[src/fdcrd_defines.vh]
`ifndef FDCRD_DEFINES_VH
`define FDCRD_DEFINES_VH

// register indices
`define FDCRD_OFS_STATUS   4'h0
`define FDCRD_OFS_DATA     4'h1
`define FDCRD_OFS_CONFIG   4'h2
`define FDCRD_OFS_PRECOMP  4'h3
`define FDCRD_OFS_STEP     4'h4
`define FDCRD_OFS_PERP     4'h5
`define FDCRD_OFS_CYL      4'h6
`define FDCRD_OFS_SECTORS  4'h7
`define FDCRD_OFS_STAT3    4'h8

// config bit positions
`define FDCRD_CFG_POLLDIS  0
`define FDCRD_CFG_WRITE_GATE_TIMING    1
`define FDCRD_CFG_OWPERMIT 2
`define FDCRD_CFG_VERIFYEC 3
`define FDCRD_CFG_NONDMA   4

// command byte fields
`define FDCRD_OP_MT        7
`define FDCRD_OP_DD        6
`define FDCRD_OP_SKIP      5
`define FDCRD_OP_READ      5'h06
`define FDCRD_OP_READDEL   5'h0C

// status values
`define FDCRD_ST0_INVALID  8'h80
`define FDCRD_ST2_DELMARK  8'h40
`define FDCRD_RESET_VAL    8'h00
`define FDCRD_CMD_LAST     4'h8
`define FDCRD_RES_LAST     3'h6

// phases
`define FDCRD_PH_IDLE      2'h0
`define FDCRD_PH_CMD       2'h1
`define FDCRD_PH_EXEC      2'h2
`define FDCRD_PH_RES       2'h3

// timing
`define FDCRD_CLK_NS       10
`define FDCRD_STEP_UNIT_NS 500000
`define FDCRD_STEP_UNITS   5'h10

`endif

[src/fdcrd_core.v]
// Notes on behaviour
// - cylinder register read returns head position when sense completes.
// - poll disable bit set stops drive polling; clear keeps it running.
// - precompensation start track accepts every value 00 to FF.
// - supplied sector number is the first sector; transfer advances from it.
// - relative seek offset steps from the present cylinder, signed.
// - sectors-per-track sets format count and verify count when enabled.
// - skip flag in read data skips sectors with deleted mark.
// - read deleted touches only sectors carrying the deleted mark.
// - step interval 0.5 ms to 8 ms in 0.5 ms steps.
// - status zero, one and two hold completion info, read in result phase; status three is read at its own register.
// - write gate timing setting shifts write enable for pre-erase.
// - perpendicular low four bits change only when overwrite permit is one.
// - after command bytes an execution phase moves sector data.
// - result gives status zero, one, two, then C H R N.
// - multi track continues from last sector head 0 to sector 1 head 1.
// - double density flag selects double or single density encoding.
// - size code 0 uses data length limit, else 128 shifted by code.
// - non dma flag interrupts per byte, else dma request per byte.
//
// The implementer's own choices: the placing of the registers and the address-and-strobe port.
`timescale 1ns/100ps
`include "fdcrd_defines.vh"

module fdcrd_core #(
	parameter STEP_UNIT = `FDCRD_STEP_UNIT_NS / `FDCRD_CLK_NS
) (
	// clock and reset
	input  wire        core_clk,
	input  wire        rst,
	// register port
	input  wire [3:0]  regAddr,
	input  wire [7:0]  regWdata,
	input  wire        regWr,
	input  wire        regRd,
	output reg  [7:0]  regRdata,
	// drive side
	input  wire        driveSectorStart,
	input  wire        driveSectorDeleted,
	input  wire        driveByteValid,
	input  wire [7:0]  driveByte,
	input  wire        senseDone,
	output reg         stepPulse,
	output reg         stepDirOut,
	output reg         doubleDensity,
	output reg         headSelect,
	output reg  [1:0]  driveSelect,
	output reg         pollEnable,
	output reg         precompActive,
	output reg         writeGateEarly,
	output reg  [3:0]  perpMode,
	output reg  [7:0]  formatSectorCount,
	output reg  [7:0]  verifySectorCount,
	// system side
	output reg  [7:0]  xferByte,
	output reg         dmaReq,
	output reg         xferIrq
);

	// ----------------------------------------------------------------
	// state
	// ----------------------------------------------------------------
	reg [1:0]  phase_reg;
	reg [3:0]  cmdIdx_reg;
	reg [2:0]  resIdx_reg;
	reg [2:0]  resLast_reg;
	reg [7:0]  opcode_reg;
	reg [7:0]  cyl_reg;
	reg [7:0]  head_reg;
	reg [7:0]  sector_reg;
	reg [7:0]  sizeCode_reg;
	reg [7:0]  finalSector_reg;
	reg [7:0]  gapLength_reg;
	reg [7:0]  dataLimit_reg;
	reg [7:0]  status0_reg;
	reg [7:0]  status1_reg;
	reg [7:0]  status2_reg;
	reg [7:0]  status3_reg;
	reg [7:0]  config_reg;
	reg [7:0]  precomp_reg;
	reg [3:0]  stepRate_reg;
	reg [7:0]  presentCyl_reg;
	reg [7:0]  senseCyl_reg;
	reg [7:0]  sectorsPerTrack_reg;
	reg [7:0]  seekLeft_reg;
	reg [31:0] stepCnt_reg;
	reg [14:0] byteCnt_reg;
	reg        secActive_reg;
	reg        secSkip_reg;

	wire [4:0]  opKind = opcode_reg[4:0];
	wire        isReadDel = (opKind == `FDCRD_OP_READDEL);
	wire [14:0] sectorBytes = (sizeCode_reg[2:0] == 3'h0) ?
		{7'h00, dataLimit_reg} : (15'h0080 << sizeCode_reg[2:0]);
	wire        hostWrData = regWr && (regAddr == `FDCRD_OFS_DATA);
	wire        hostRdData = regRd && (regAddr == `FDCRD_OFS_DATA);
	wire        lastSector = (sector_reg == finalSector_reg);
	wire        mtWrap = opcode_reg[`FDCRD_OP_MT] && (head_reg[0] == 1'b0);
	wire [31:0] stepPeriod = STEP_UNIT *
		({27'h0, `FDCRD_STEP_UNITS} - {28'h0, stepRate_reg});

	// ----------------------------------------------------------------
	// result byte select
	// ----------------------------------------------------------------
	reg [7:0] resByte;
	always @*
	begin
		case (resIdx_reg)
			3'h0: resByte = status0_reg;
			3'h1: resByte = status1_reg;
			3'h2: resByte = status2_reg;
			3'h3: resByte = cyl_reg;
			3'h4: resByte = head_reg;
			3'h5: resByte = sector_reg;
			3'h6: resByte = sizeCode_reg;
			default: resByte = `FDCRD_RESET_VAL;
		endcase
	end

	// ----------------------------------------------------------------
	// register read
	// ----------------------------------------------------------------
	reg [7:0] rdMux;
	always @*
	begin
		case (regAddr)
			`FDCRD_OFS_STATUS:  rdMux = {4'h0, secActive_reg,
				(seekLeft_reg != 8'h00), phase_reg};
			`FDCRD_OFS_DATA:    rdMux = (phase_reg == `FDCRD_PH_RES) ?
				resByte : `FDCRD_RESET_VAL;
			`FDCRD_OFS_CONFIG:  rdMux = config_reg;
			`FDCRD_OFS_PRECOMP: rdMux = precomp_reg;
			`FDCRD_OFS_STEP:    rdMux = {4'h0, stepRate_reg};
			`FDCRD_OFS_PERP:    rdMux = {4'h0, perpMode};
			`FDCRD_OFS_CYL:     rdMux = senseCyl_reg;
			`FDCRD_OFS_SECTORS: rdMux = sectorsPerTrack_reg;
			`FDCRD_OFS_STAT3:   rdMux = status3_reg;
			default:            rdMux = `FDCRD_RESET_VAL;
		endcase
	end

	always @(posedge core_clk)
	begin
		if (rst)
			regRdata <= `FDCRD_RESET_VAL;
		else if (regRd)
			regRdata <= rdMux;
		else
			regRdata <= `FDCRD_RESET_VAL;
	end

	// ----------------------------------------------------------------
	// configuration registers
	// ----------------------------------------------------------------
	always @(posedge core_clk)
	begin
		if (rst)
		begin
			config_reg <= `FDCRD_RESET_VAL;
			precomp_reg <= `FDCRD_RESET_VAL;
			stepRate_reg <= 4'h0;
			perpMode <= 4'h0;
			sectorsPerTrack_reg <= `FDCRD_RESET_VAL;
		end
		else if (regWr)
		begin
			case (regAddr)
				`FDCRD_OFS_CONFIG:  config_reg <= regWdata;
				`FDCRD_OFS_PRECOMP: precomp_reg <= regWdata;
				`FDCRD_OFS_STEP:    stepRate_reg <= regWdata[3:0];
				`FDCRD_OFS_PERP:
					if (config_reg[`FDCRD_CFG_OWPERMIT])
						perpMode <= regWdata[3:0];
				`FDCRD_OFS_SECTORS: sectorsPerTrack_reg <= regWdata;
				default: ;
			endcase
		end
	end

	// ----------------------------------------------------------------
	// drive control outputs
	// ----------------------------------------------------------------
	always @(posedge core_clk)
	begin
		if (rst)
		begin
			pollEnable <= 1'b0;
			precompActive <= 1'b0;
			writeGateEarly <= 1'b0;
			formatSectorCount <= `FDCRD_RESET_VAL;
			verifySectorCount <= `FDCRD_RESET_VAL;
			status3_reg <= `FDCRD_RESET_VAL;
			senseCyl_reg <= `FDCRD_RESET_VAL;
		end
		else
		begin
			pollEnable <= ~config_reg[`FDCRD_CFG_POLLDIS];
			precompActive <= (presentCyl_reg >= precomp_reg);
			writeGateEarly <= config_reg[`FDCRD_CFG_WRITE_GATE_TIMING];
			formatSectorCount <= sectorsPerTrack_reg;
			verifySectorCount <= config_reg[`FDCRD_CFG_VERIFYEC] ?
				sectorsPerTrack_reg : `FDCRD_RESET_VAL;
			status3_reg <= {3'h0, seekLeft_reg == 8'h00,
				presentCyl_reg == 8'h00, headSelect, driveSelect};
			if (senseDone)
				senseCyl_reg <= presentCyl_reg;
		end
	end

	// ----------------------------------------------------------------
	// relative seek and step timing
	// ----------------------------------------------------------------
	always @(posedge core_clk)
	begin
		if (rst)
		begin
			presentCyl_reg <= `FDCRD_RESET_VAL;
			seekLeft_reg <= `FDCRD_RESET_VAL;
			stepCnt_reg <= 32'h0000_0000;
			stepPulse <= 1'b0;
			stepDirOut <= 1'b0;
		end
		else
		begin
			stepPulse <= 1'b0;
			if (regWr && regAddr == `FDCRD_OFS_CYL)
			begin
				// signed offset from where the head is now
				stepDirOut <= ~regWdata[7];
				seekLeft_reg <= regWdata[7] ?
					(8'h00 - regWdata) : regWdata;
				stepCnt_reg <= 32'h0000_0000;
			end
			else if (seekLeft_reg != 8'h00)
			begin
				if (stepCnt_reg == 32'h0000_0000)
				begin
					stepPulse <= 1'b1;
					stepCnt_reg <= stepPeriod - 32'h0000_0001;
					seekLeft_reg <= seekLeft_reg - 8'h01;
					presentCyl_reg <= stepDirOut ?
						(presentCyl_reg + 8'h01) :
						(presentCyl_reg - 8'h01);
				end
				else
					stepCnt_reg <= stepCnt_reg - 32'h0000_0001;
			end
			else
				stepCnt_reg <= 32'h0000_0000;
		end
	end

	// ----------------------------------------------------------------
	// command, execution and result phases
	// ----------------------------------------------------------------
	always @(posedge core_clk)
	begin
		if (rst)
		begin
			phase_reg <= `FDCRD_PH_IDLE;
			cmdIdx_reg <= 4'h0;
			resIdx_reg <= 3'h0;
			resLast_reg <= 3'h0;
			opcode_reg <= `FDCRD_RESET_VAL;
			cyl_reg <= `FDCRD_RESET_VAL;
			head_reg <= `FDCRD_RESET_VAL;
			sector_reg <= `FDCRD_RESET_VAL;
			sizeCode_reg <= `FDCRD_RESET_VAL;
			finalSector_reg <= `FDCRD_RESET_VAL;
			gapLength_reg <= `FDCRD_RESET_VAL;
			dataLimit_reg <= `FDCRD_RESET_VAL;
			status0_reg <= `FDCRD_RESET_VAL;
			status1_reg <= `FDCRD_RESET_VAL;
			status2_reg <= `FDCRD_RESET_VAL;
			byteCnt_reg <= 15'h0000;
			secActive_reg <= 1'b0;
			secSkip_reg <= 1'b0;
			doubleDensity <= 1'b0;
			headSelect <= 1'b0;
			driveSelect <= 2'h0;
			xferByte <= `FDCRD_RESET_VAL;
			dmaReq <= 1'b0;
			xferIrq <= 1'b0;
		end
		else
		begin
			dmaReq <= 1'b0;
			xferIrq <= 1'b0;
			case (phase_reg)
				`FDCRD_PH_IDLE:
					if (hostWrData)
					begin
						opcode_reg <= regWdata;
						doubleDensity <= regWdata[`FDCRD_OP_DD];
						if (regWdata[4:0] == `FDCRD_OP_READ ||
							regWdata[4:0] == `FDCRD_OP_READDEL)
						begin
							phase_reg <= `FDCRD_PH_CMD;
							cmdIdx_reg <= 4'h1;
						end
						else
						begin
							status0_reg <= `FDCRD_ST0_INVALID;
							resIdx_reg <= 3'h0;
							resLast_reg <= 3'h0;
							phase_reg <= `FDCRD_PH_RES;
						end
					end
				`FDCRD_PH_CMD:
					if (hostWrData)
					begin
						case (cmdIdx_reg)
							4'h1:
							begin
								headSelect <= regWdata[2];
								driveSelect <= regWdata[1:0];
							end
							4'h2: cyl_reg <= regWdata;
							4'h3: head_reg <= regWdata;
							4'h4: sector_reg <= regWdata;
							4'h5: sizeCode_reg <= regWdata;
							4'h6: finalSector_reg <= regWdata;
							4'h7: gapLength_reg <= regWdata;
							default: dataLimit_reg <= regWdata;
						endcase
						cmdIdx_reg <= cmdIdx_reg + 4'h1;
						if (cmdIdx_reg == `FDCRD_CMD_LAST)
						begin
							phase_reg <= `FDCRD_PH_EXEC;
							status0_reg <= {5'h00, headSelect, driveSelect};
							status1_reg <= `FDCRD_RESET_VAL;
							status2_reg <= `FDCRD_RESET_VAL;
							secActive_reg <= 1'b0;
						end
					end
				`FDCRD_PH_EXEC:
					if (driveSectorStart)
					begin
						secActive_reg <= 1'b1;
						byteCnt_reg <= sectorBytes;
						if (isReadDel)
							secSkip_reg <= ~driveSectorDeleted;
						else
						begin
							secSkip_reg <= opcode_reg[`FDCRD_OP_SKIP] &
								driveSectorDeleted;
							if (driveSectorDeleted &&
								!opcode_reg[`FDCRD_OP_SKIP])
								status2_reg <= `FDCRD_ST2_DELMARK;
						end
					end
					else if (secActive_reg && driveByteValid)
					begin
						if (!secSkip_reg)
						begin
							xferByte <= driveByte;
							if (config_reg[`FDCRD_CFG_NONDMA])
								xferIrq <= 1'b1;
							else
								dmaReq <= 1'b1;
						end
						byteCnt_reg <= byteCnt_reg - 15'h0001;
						if (byteCnt_reg == 15'h0001)
						begin
							secActive_reg <= 1'b0;
							if (!lastSector)
								sector_reg <= sector_reg + 8'h01;
							else if (mtWrap)
							begin
								head_reg <= head_reg + 8'h01;
								headSelect <= 1'b1;
								status0_reg[2] <= 1'b1;
								sector_reg <= 8'h01;
							end
							else
							begin
								sector_reg <= sector_reg + 8'h01;
								resIdx_reg <= 3'h0;
								resLast_reg <= `FDCRD_RES_LAST;
								phase_reg <= `FDCRD_PH_RES;
							end
						end
					end
				`FDCRD_PH_RES:
					if (hostRdData)
					begin
						resIdx_reg <= resIdx_reg + 3'h1;
						if (resIdx_reg == resLast_reg)
						begin
							resIdx_reg <= 3'h0;
							phase_reg <= `FDCRD_PH_IDLE;
						end
					end
				default: phase_reg <= `FDCRD_PH_IDLE;
			endcase
		end
	end

endmodule // fdcrd_core

[config.mk]
export PLATFORM = sky130hd
export DESIGN_NAME = fdcrd_core
export DESIGN_NICKNAME = d
export VERILOG_FILES = /design/src/fdcrd_core.v
export VERILOG_INCLUDE_DIRS = /design/src
export SDC_FILE = /design/constraint.sdc
export NUM_CORES = 1
export LEC_CHECK = 0
export BUFFER_PORTS_ARGS = -buffer_cell sky130_fd_sc_hd__buf_4
export CELL_PAD_IN_SITES_DETAIL_PLACEMENT = 0
export CELL_PAD_IN_SITES_GLOBAL_PLACEMENT = 2
export CORE_UTILIZATION = 38
export DETAILED_ROUTE_END_ITERATION = 16
export GPL_TIMING_DRIVEN = 0
export PLACE_DENSITY_LB_ADDON = 0.08
export SLEW_MARGIN = 20
export SYNTH_ARGS = -nofsm -noshare
export SYNTH_HDL_FRONTEND = slang
export SYNTH_SLANG_ARGS = --single-unit
[constraint.sdc]
create_clock -name core_clk -period 6.03 [get_ports core_clk]
set_input_delay 0.3015 -clock core_clk [delete_from_list [all_inputs] [get_ports core_clk]]
set_output_delay 0.3015 -clock core_clk [all_outputs]
set_load 0.005 [all_outputs]
==> key figures, run 1 <==
Floorplan
  – Die height: 181 um
  – Ports: 75
  – CORE AREA: 0.0315 sq mm
  – Std-Cell Rows: 65
  – Die area: 0.0326 sq mm
  – Initial Utilization: 38.5%
  – Width of the die: 181 um

Routing
  – WL final: 38300 um
  – Routed length per instance: 19.4 um
  – Via density per instance: 5.40
  – Final ANT Viol Nets: 0
  – DRC: 0
  – Pre-antenna DRT Iters: 8
  – Vias: 10700
  – 1st-iter DRT viols: 815

STA
  – F_max: 180 MHz
  – Pins over their slew limit: 0
  – Min Clock Period, post-route: 5.56 ns
  – Final setup TNS: 0 ns
  – Fin Clk Skew: 0.0129 ns
  – Final Hold Vio Count: 0
  – Tightest Pin Transition: 1.02 ns
  – Tcrit/Tclk final: 92.3%
  – Final setup viols: 0
  – Slew HR: 31.8%
  – RSZ-0062 raised after global routing: no

Placement
  – Placer Congestion: 0.851
  – DP Wirelength: 28400 um
  – Placed Cells: 1920
  – Port bufs: 66

Cells and area
  – Fin cells: 1973
  – Area grow syn2layout: 17.1%
  – Register area: 0.00447 sq mm
  – Max reg flops: 32
  – ANT cells: 0
  – Final nets: 1661
  – Layout cells sized above 1: 9.61%
  – # fillers: 3204
  – Multi-input combinational cell area: 0.00720 sq mm

Setup path
  – Crit path max fanout: 12
  – Crit Path Category: register to register
  – Startpoint Class: register
  – Crit path arrival time: 6.03 ns
  – Crit-path cells: inv_1, ha_1, inv_1, nor3_2, ha_1, ha_1, ha_1, inv_1, fa_1, inv_1, ha_1, or4_1, nor3_1, nor4b_1, o2111ai_1, a21o_1, or4b_4, o21ai_1
  – Worst EP required: 6.50 ns
  – Setup crit start: stepRate_reg[0]$_SDFFE_PP0P_
  – CP bufs+invs: 4
  – Crit-path max cell delay: 0.59 ns
  – Top cell by count, worst path: ha_1
  – CP max-delay cell: or4_1
  – CP top delay family: simple AND/OR/NAND/NOR gates
  – Setup crit end kind: register
  – Reg-to-reg startpoint: stepRate_reg[0]$_SDFFE_PP0P_

Logic synthesis
  – Fraction of registers with async set/reset: 0%
  – Post-synthesis register bit count: 223
  – Netlist cell types: 76
  – Post-synthesis sequential area ratio: 36.8%
  – Count leader, synth: dfxtp_1
  – Top FF cell, synth: dfxtp_1
  – Yosys warns: 0
  – Ranking of synthesized cells by area: dfxtp_1 37%, ha_1 7.9%, nor2_1 6.6%, mux2i_1 4.9%, a21oi_1 4.9%
  – Top-area cell type share of the netlist area: 36.8%
  – Cell Area, Synth: 0.0121 sq mm
  – Yosys top cell by area: dfxtp_1
  – Synth Instances: 1451
  – Number of synthesized flops with an enable pin: 0
  – Post-Syn Nets: 1560
  – Mapped Avg Cell Area: 8.36 sq um
  – Synth top cells by count: 223 x dfxtp_1, 212 x nor2_1, 126 x nand2_1

Clock network
  – TritonCTS clock tree: built
  – CTS buffer count: 27
  – Root buffer cell: clkbuf_16
  – Worst-path clk slew: 0.06 ns
  – CTS Sinks: 223
  – CTS Buffer Depth: 3
  – CTS H-tree lvls: 1
  – Postcts setup bufs: 0
  – Clock Latency Late Sink: 0.54 ns

Global routing
  – Tot GR Track Use: 23.5%
  – Global-route wire length before repair: 60200 um
  – Largest net degree at the start of global routing: 13
  – Number of global-route vias before repair: 10300
  – GRT overflow: 0
  – Initial antenna violation count: 0

Pwr
  – Pwr/cell area: 395 mW/mm^2
  – Maximum vdd ir drop: 0.213 mV
  – Leakage: 5.80 nW

Outcome
  – Status: completed

Job
  – Max-cap violations: 0

Hold path
  – Hold Startpoint: driveByte[5]
  – Hold WC Path Type: primary input to register
[worst register-to-register path: stages (launching register included)]
cell       delay [ns]
dfxtp_2          0.41
inv_1            0.09
ha_1             0.31
inv_1            0.13
nor3_2           0.34
ha_1             0.22
ha_1             0.22
ha_1             0.28
inv_1            0.06
fa_1             0.54
inv_1            0.04
ha_1             0.30
or4_1            0.59
nor3_1           0.36
nor4b_1          0.43
o2111ai_1        0.26
a21o_1           0.25
or4b_4           0.57
o21ai_1          0.09
[final timing paths]
kind | end | slack, ns | cells past startpoint
setup / recovery | stepCnt_reg[31]$_SDFF_PP0_ | 0.47 | 18
hold / removal | xferByte[5]$_SDFFE_PP0P_ | 0.02 | 3
setup reg to reg | stepCnt_reg[31]$_SDFF_PP0_ | 0.47 | 18
hold reg to reg | xferByte[1]$_SDFFE_PP0P_ | 0.45 | 2
[layer usage]
| metal | vias up | GRT usage [%] | share of wire (%) |
|---|---|---|---|
| met5 | - | 0.148 | 0 |
| met3 | 49 | 3.17 | 3.9 |
| met1 | 5068 | 31.7 | 47 |
| met4 | 0 | 6.29 | 2.6 |
| li1 | 5338 | - | - |
| met2 | 204 | 39.1 | 46 |
[placed cells by master (no fill, tap or decap), types with 9 or more instances in the layout]
cell type / count
clkbuf_1: 73
o21ai_0: 37
a211oi_1: 32
and2_1: 16
clkbuf_16: 27
nor4_1: 15
mux2i_1: 60
buf_4: 68
o31ai_1: 9
nand3_1: 48
ha_1: 77
nor2_1: 212
a22oi_1: 13
inv_1: 46
nand2_1: 126
xor2_1: 37
a21o_1: 12
xnor2_1: 43
nor3_1: 33
nor2b_1: 23
nand2b_1: 14
nand4_1: 10
or3_1: 11
and3_1: 13
a21oi_1: 118
dfxtp_1: 222
[cell families after synthesis]
kind of cell,share of synthesized area (%)
simple gates,22.5
compound gates,15.8
flops,36.8
buf+inv,4.13
xor+xnor,5.85
fa+ha+maj,8.60
mux,6.34
[area by class of cell]
type | instances | share of cell area [%]
buffer | 82 | 2.25
clock inverter | 14 | 1.59
inverter | 48 | 1.27
multi-input combinational | 1098 | 50.7
tap | 402 | 3.54
sequential | 223 | 31.4
clock buffer | 34 | 5.29
timing repair buffer | 72 | 3.89
[per-stage QoR]
stage / hold WS, ns / setup WS [ns] / utilization, % / total power [W] / instance area, sq um
2_1_floorplan: 0.414 / 0.997 / - / 0.00327 / 12100
3_3_place_gp: 0.443 / 0.133 / 41.7 / 0.00382 / 13100
3_5_place_dp: 0.448 / 0.0991 / 41.8 / 0.00385 / 13100
4_1_cts: 0.00147 / 0.0778 / 45.0 / 0.00567 / 14200
5_1_grt: 0.0204 / 0.0752 / 45.1 / 0.00600 / 14200
6_report: 0.0218 / 0.466 / 45.1 / 0.00561 / 14200
[repair_timing]
item                                    in CTS  in global routing
endpoints found under the setup margin       0                 14
endpoints found under the hold margin        5                  0
hold buffers                                 5                  0
gates resized for setup                      0                  4
[where the power goes]
part	internal [W]	total, W	switching (W)
Combinational	0.000793	0.00197	0.00118
Clock	0.00113	0.00180	0.000666
Sequential	0.00165	0.00184	0.000186
Power figures use the tool's default switching activity.
==> inputs of run 2 (changes only) <==
==> constraint.sdc (replaced) <==
create_clock -name core_clk -period 5.5 [get_ports core_clk]
set_input_delay 0.275 -clock core_clk [delete_from_list [all_inputs] [get_ports core_clk]]
set_output_delay 0.275 -clock core_clk [all_outputs]
set_load 0.005 [all_outputs]
==> key figures, run 2 (synthesis results as in run 1) <==
Outcome
  – Status: completed

Setup path
  – Setup crit end: stepCnt_reg[31]$_SDFF_PP0_
  – R2R cell count: 20 (+2)
  – Crit path arrival time: 5.64 ns (-0.39 ns)
  – Setup crit end kind: register
  – Worst EP required: 5.97 ns (-0.53 ns)
  – Setup crit start: stepRate_reg[1]$_SDFFE_PP0P_
  – Crit Path Category: register to register
  – Reg2reg end: stepCnt_reg[31]$_SDFF_PP0_
  – Crit path max fanout: 5 (-7)
  – Reg-to-reg startpoint: stepRate_reg[1]$_SDFFE_PP0P_
  – R2r setup slk: 0.33 ns (-0.13 ns)
  – Startpoint Class: register

STA
  – Tightest Pin Transition: 1.00 ns (-0.0205 ns)
  – Min Clock Period, post-route: 5.17 ns (-0.398 ns)
  – Pins over their slew limit: 0 (unchanged)
  – F_max: 194 MHz (+7.7%)
  – Slew HR: 33.1% (+1.4 points)
  – Final setup viols: 0 (unchanged)
  – Final Hold Vio Count: 0 (unchanged)
  – Fin Clk Skew: 0.0126 ns (-0.000305 ns)
  – RSZ-0062 raised after global routing: no
  – Tcrit/Tclk final: 93.9% (+1.7 points)

Hold path
  – Hold WC Path Type: primary input to register

Clock network
  – CTS H-tree lvls: 1 (unchanged)
  – CTS buffer count: 27 (unchanged)
  – TritonCTS clock tree: built
  – CTS Buffer Depth: 3 (unchanged)
  – CTS Sinks: 223 (unchanged)
  – Worst-path clk slew: 0.06 ns (about the same)
  – Clock Latency Late Sink: 0.54 ns (about the same)
  – Root buffer cell: clkbuf_16

Pwr
  – Maximum vdd ir drop: 0.234 mV (+9.5%)
  – Pwr/cell area: 431 mW/mm^2 (+9.1%)
  – Total power: 0.00615 W (+9.7%)
  – Leakage: 5.82 nW (+0.36%)

Placement
  – Placed Cells: 1920 (unchanged)
  – Port bufs: 66 (unchanged)
  – DP Wirelength: 28400 um (unchanged)
  – Placer Congestion: 0.851 (unchanged)

Routing
  – 1st-iter DRT viols: 741 (-9.1%)
  – DRC: 0 (unchanged)
  – Routed length per instance: 19.4 um (about the same)
  – Pre-antenna DRT Iters: 8 (unchanged)
  – Vias: 10700 (+0.066%)
  – Final ANT Viol Nets: 0 (unchanged)
  – Via density per instance: 5.40 (about the same)
  – WL final: 38300 um (+0.13%)

Cells and area
  – Register area: 0.00447 sq mm (about the same)
  – ANT cells: 0 (unchanged)
  – # fillers: 3194 (-0.31%)
  – Fin cells: 1976 (+0.15%)
  – Utilization after layout: 45.4% (+0.23 points)
  – Max reg flops: 32 (unchanged)
  – Final nets: 1664 (+0.18%)
  – Most common cell after layout, fill and taps aside: dfxtp_1
  – Multi-input combinational cell area: 0.00724 sq mm (+0.49%)
  – Layout cells sized above 1: 9.91% (+0.30 points)
  – Area grow syn2layout: 17.7%
  – Most frequent cells in the layout: 222 x dfxtp_1, 212 x nor2_1, 126 x nand2_1, 117 x a21oi_1, 76 x ha_1

Global routing
  – Tot GR Track Use: 23.5% (about the same)
  – Initial antenna violation count: 0 (unchanged)
  – Global-route wire length before repair: 60200 um (about the same)
  – Largest net degree at the start of global routing: 13 (unchanged)
  – Number of global-route vias before repair: 10300 (+0.20%)
  – GRT overflow: 0 (unchanged)

Job
  – Max-cap violations: 0 (unchanged)

Floorplan
  – Die height: 181 um (unchanged)
  – Initial Utilization: 38.5% (unchanged)
  – CORE AREA: 0.0315 sq mm (unchanged)
  – Width of the die: 181 um (unchanged)
  – Die area: 0.0326 sq mm (unchanged)
  – Std-Cell Rows: 65 (unchanged)
  – Ports: 75 (unchanged)
-- run 2: changes by cell type in the layout (fill, tap and decap cells not counted), sizes merged --
cell / before / now
buf: 78 / 79
clkbuf: 105 / 104
dlygate4sd3: 5 / 8
-- run 2: what timing repair did --
action,4_1_cts,5_1_grt
setup endpoints to repair,14,10
setup buffers,0,1
resized for setup,5,6
endpoints found under the hold margin,8,0
gates cloned,0,0
hold buffers,8,0
pin swaps,0,1
-- run 2: worst min-delay path by stage --
stage | slack [ns] | startpoint | cells past startpoint | to
2_1_floorplan | 0.41 | driveByte[0] | 2 | xferByte[0]$_SDFFE_PP0P_
3_3_place_gp | 0.44 | config_reg[7]$_SDFFE_PP0P_ | 2 | config_reg[7]$_SDFFE_PP0P_
3_5_place_dp | 0.45 | config_reg[7]$_SDFFE_PP0P_ | 2 | config_reg[7]$_SDFFE_PP0P_
4_1_cts | 0.05 | driveSectorDeleted | 4 | secSkip_reg$_SDFFE_PP0P_
5_1_grt | 0.07 | driveSectorDeleted | 4 | secSkip_reg$_SDFFE_PP0P_
6_report | 0.08 | driveSectorDeleted | 4 | secSkip_reg$_SDFFE_PP0P_
-- run 2: area by class of cell --
cell class | instances | area share [%]
multi-input combinational | 1098 | 50.7
sequential | 223 | 31.3
clock buffer | 34 | 5.27
timing repair buffer | 76 | 4.14
tap | 402 | 3.52
buffer | 81 | 2.22
clock inverter | 14 | 1.59
inverter | 48 | 1.26
-- run 2: critical path, cell delays in order (launching register included) --
cell and delay (ns):
dfxtp_1 0.42, inv_1 0.10, ha_2 0.26, inv_1 0.15, nor3_4 0.06, ha_1 0.21, ha_1 0.27, ha_1 0.28
inv_1 0.06, fa_1 0.54, inv_1 0.04, ha_1 0.22, fa_1 0.42, a21o_1 0.22, a21oi_1 0.18, xnor2_1 0.15
nor4b_2 0.37, o2111ai_1 0.24, a21o_1 0.24, or4b_4 0.57, o21ai_1 0.09
-- run 2: report_power, final --
group          switching [W]  leakage, nW  total, W  internal [W]
logic                0.00129         3.54   0.00217      0.000872
registers           0.000203         1.80   0.00202       0.00181
clock network       0.000728        0.484   0.00197       0.00124
-- run 2: layer usage --
layer | GRT usage (%) | share of wire, % | vias to the layer above
met5 | 0.148 | 0 | -
met4 | 6.43 | 2.7 | 0
met3 | 3.17 | 4.0 | 50
met2 | 39.1 | 46 | 221
met1 | 31.7 | 47 | 5051
li1 | - | - | 5344
-- run 2: metrics by stage --
stage / cell area (sq um) / hold slack [ns] / setup slack [ns] / setup TNS [ns]
CTS: 14200 / 0.0533 / 0.0230 / 0
floorplan: 12100 / 0.411 / 0.467 / 0
detailed placement: 13100 / 0.448 / -0.431 / -3.43
finish: 14300 / 0.0781 / 0.333 / 0
global route: 14300 / 0.0728 / 0.0290 / 0
global placement: 13100 / 0.443 / -0.397 / -3.06
==> inputs of run 3 (changes only) <==
--- a/config.mk
+++ b/config.mk
@@ -13,6 +13,7 @@
 export DETAILED_ROUTE_END_ITERATION = 16
 export GPL_TIMING_DRIVEN = 0
 export PLACE_DENSITY_LB_ADDON = 0.08
+export REMOVE_ABC_BUFFERS = 1
 export SLEW_MARGIN = 20
 export SYNTH_ARGS = -nofsm -noshare
 export SYNTH_HDL_FRONTEND = slang
==> key figures, run 3 (synthesis results as in run 1) <==
Clock network
  – Worst-path clk slew: 0.06 ns (about the same)
  – CTS H-tree lvls: 1 (unchanged)
  – Clock Latency Late Sink: 0.54 ns (about the same)
  – CTS buffer count: 26 (-3.7%)
  – CTS Buffer Depth: 3 (unchanged)
  – Root buffer cell: clkbuf_16
  – CTS Sinks: 223 (unchanged)
  – TritonCTS clock tree: built

Cells and area
  – Fin cells: 1903 (-3.7%)
  – ANT cells: 0 (unchanged)
  – Max reg flops: 32 (unchanged)
  – Most frequent cells in the layout: 222 x dfxtp_1, 211 x nor2_1, 126 x nand2_1, 117 x a21oi_1
  – Most common cell after layout, fill and taps aside: dfxtp_1
  – Area grow syn2layout: 14.7%
  – Final nets: 1592 (-4.3%)
  – Layout cells sized above 1: 10.5% (+0.62 points)

Floorplan
  – Die area: 0.0326 sq mm (unchanged)
  – Width of the die: 181 um (unchanged)
  – Initial Utilization: 38.5% (unchanged)
  – Ports: 75 (unchanged)
  – Std-Cell Rows: 65 (unchanged)
  – Die height: 181 um (unchanged)
  – CORE AREA: 0.0315 sq mm (unchanged)

Global routing
  – Largest net degree at the start of global routing: 102 (+89)
  – Number of global-route vias before repair: 9967 (-3.2%)
  – Global-route wire length before repair: 54900 um (-8.8%)
  – GRT overflow: 0 (unchanged)
  – Tot GR Track Use: 20.8% (-2.7 points)
  – Initial antenna violation count: 0 (unchanged)

Routing
  – Pre-antenna DRT Iters: 14 (+6)
  – Routed length per instance: 17.9 um (-7.6%)
  – Final ANT Viol Nets: 0 (unchanged)
  – Via density per instance: 5.40 (about the same)
  – WL final: 34100 um (-11%)
  – 1st-iter DRT viols: 535 (-28%)
  – Vias: 10300 (-3.6%)
  – DRC: 4 (+4)

Outcome
  – Status: finished with violations
  – Failing checks: design-rule violations

Setup path
  – Crit Path Category: register to register
  – Crit path arrival time: 5.65 ns (about the same)
  – R2r setup slk: 0.31 ns (-0.02 ns)
  – Startpoint Class: register
  – Setup crit start: stepRate_reg[1]$_SDFFE_PP0P_
  – Crit path max fanout: 7 (+2)
  – Reg-to-reg startpoint: stepRate_reg[1]$_SDFFE_PP0P_
  – R2R cell count: 18 (-10%)
  – Worst EP required: 5.96 ns (about the same)
  – Reg2reg end: stepCnt_reg[31]$_SDFF_PP0_
  – Setup crit end kind: register

Hold path
  – Hold WC Path Type: primary input to register
  – Hold Startpoint: regWdata[6]
  – Worst Hold Depth: 3 (-1)
  – Worst Hold Path EP: config_reg[6]$_SDFFE_PP0P_

Placement
  – Port bufs: 74 (+12%)
  – Placed Cells: 1847 (-3.8%)
  – Placer Congestion: 0.778 (-8.6%)
  – DP Wirelength: 23600 um (-17%)

Job
  – Max-cap violations: 0 (unchanged)

STA
  – Final setup viols: 0 (unchanged)
  – RSZ-0062 raised after global routing: no
  – Min Clock Period, post-route: 5.19 ns (+0.0228 ns)
  – Slew HR: 31.3% (-1.8 points)
  – Fin Clk Skew: 0.0239 ns (+0.0113 ns)
  – Pins over their slew limit: 0 (unchanged)
  – Final setup TNS: 0 ns (unchanged)
  – Final Hold Vio Count: 0 (unchanged)
  – F_max: 193 MHz (-0.44%)
  – Tightest Pin Transition: 1.02 ns (+0.0196 ns)
  – Tcrit/Tclk final: 94.4% (+0.42 points)

Pwr
  – Leakage: 5.70 nW (-2.1%)
  – Pwr/cell area: 411 mW/mm^2 (-4.6%)
  – Maximum vdd ir drop: 0.230 mV (-1.6%)
==> run 3: final cells by class <==
class / instances / area [sq um]
inverter: 48 / 180
tap: 402 / 503
fill: 3197 / 17600
clock inverter: 9 / 83.8
clock buffer: 37 / 742
timing repair buffer: 86 / 693
multi-input combinational: 1098 / 7240
sequential: 223 / 4470
==> run 3: timing repair <==
item	CTS	global route
hold buffers	8	0
resized for setup	7	4
pin swaps	1	3
gates cloned	0	0
hold endpoints to repair	8	0
endpoints found under the setup margin	14	7
setup buffers	1	1
==> run 3: routing by layer <==
metal	track usage [%]	vias to the layer above	part of all wire [%]	routed length, um
met2	33.8	162	45	15300
met4	4.55	0	2.0	696
met5	0	-	0	0
met3	2.81	44	3.4	1150
met1	29.2	4881	50	16900
li1	-	5191	-	-
==> run 3: how the worst max path moves through the flow <==
stage | depth (start not counted) | to | slack (ns)
2_1_floorplan | 20 | stepCnt_reg[31]$_SDFF_PP0_ | 0.46
3_3_place_gp | 18 | stepCnt_reg[31]$_SDFF_PP0_ | -0.51
3_5_place_dp | 18 | stepCnt_reg[31]$_SDFF_PP0_ | -0.55
4_1_cts | 18 | stepCnt_reg[31]$_SDFF_PP0_ | 0.06
5_1_grt | 18 | stepCnt_reg[31]$_SDFF_PP0_ | 0.004
6_report | 18 | stepCnt_reg[31]$_SDFF_PP0_ | 0.31
==> run 3: power by group <==
part | leakage (nW) | internal [W] | switching (W)
clock network | 0.408 | 0.000982 | 0.000698
registers | 1.80 | 0.00181 | 0.000199
logic | 3.49 | 0.000816 | 0.00121
total | 5.70 | 0.00361 | 0.00211
==> run 3: critical path, cell delays in order, from the launching register on <==
cell     delay (ns)
dfxtp_1        0.42
inv_1          0.09
ha_2           0.26
xnor2_4        0.17
ha_1           0.32
ha_1           0.35
ha_1           0.29
inv_1          0.05
fa_1           0.53
inv_1          0.07
ha_1           0.29
a21o_1         0.20
and4_1         0.22
o21a_1         0.23
o221a_2        0.30
or4_1          0.44
a21o_1         0.20
or4b_4         0.57
o21ai_1        0.09
==> run 3: metrics by stage <==
stage          cell area (sq um)  hold WS [ns]  total power [W]  setup WS (ns)  util (%)
5_1_grt                    13900        0.0830          0.00614        0.00431      44.2
4_1_cts                    13900        0.0492          0.00580         0.0552      44.1
3_3_place_gp               12900         0.438          0.00406         -0.508      40.9
6_report                   13900        0.0729          0.00572          0.311      44.2
3_5_place_dp               12900         0.437          0.00408         -0.547      41.1
2_1_floorplan              11800         0.340          0.00349          0.463         -
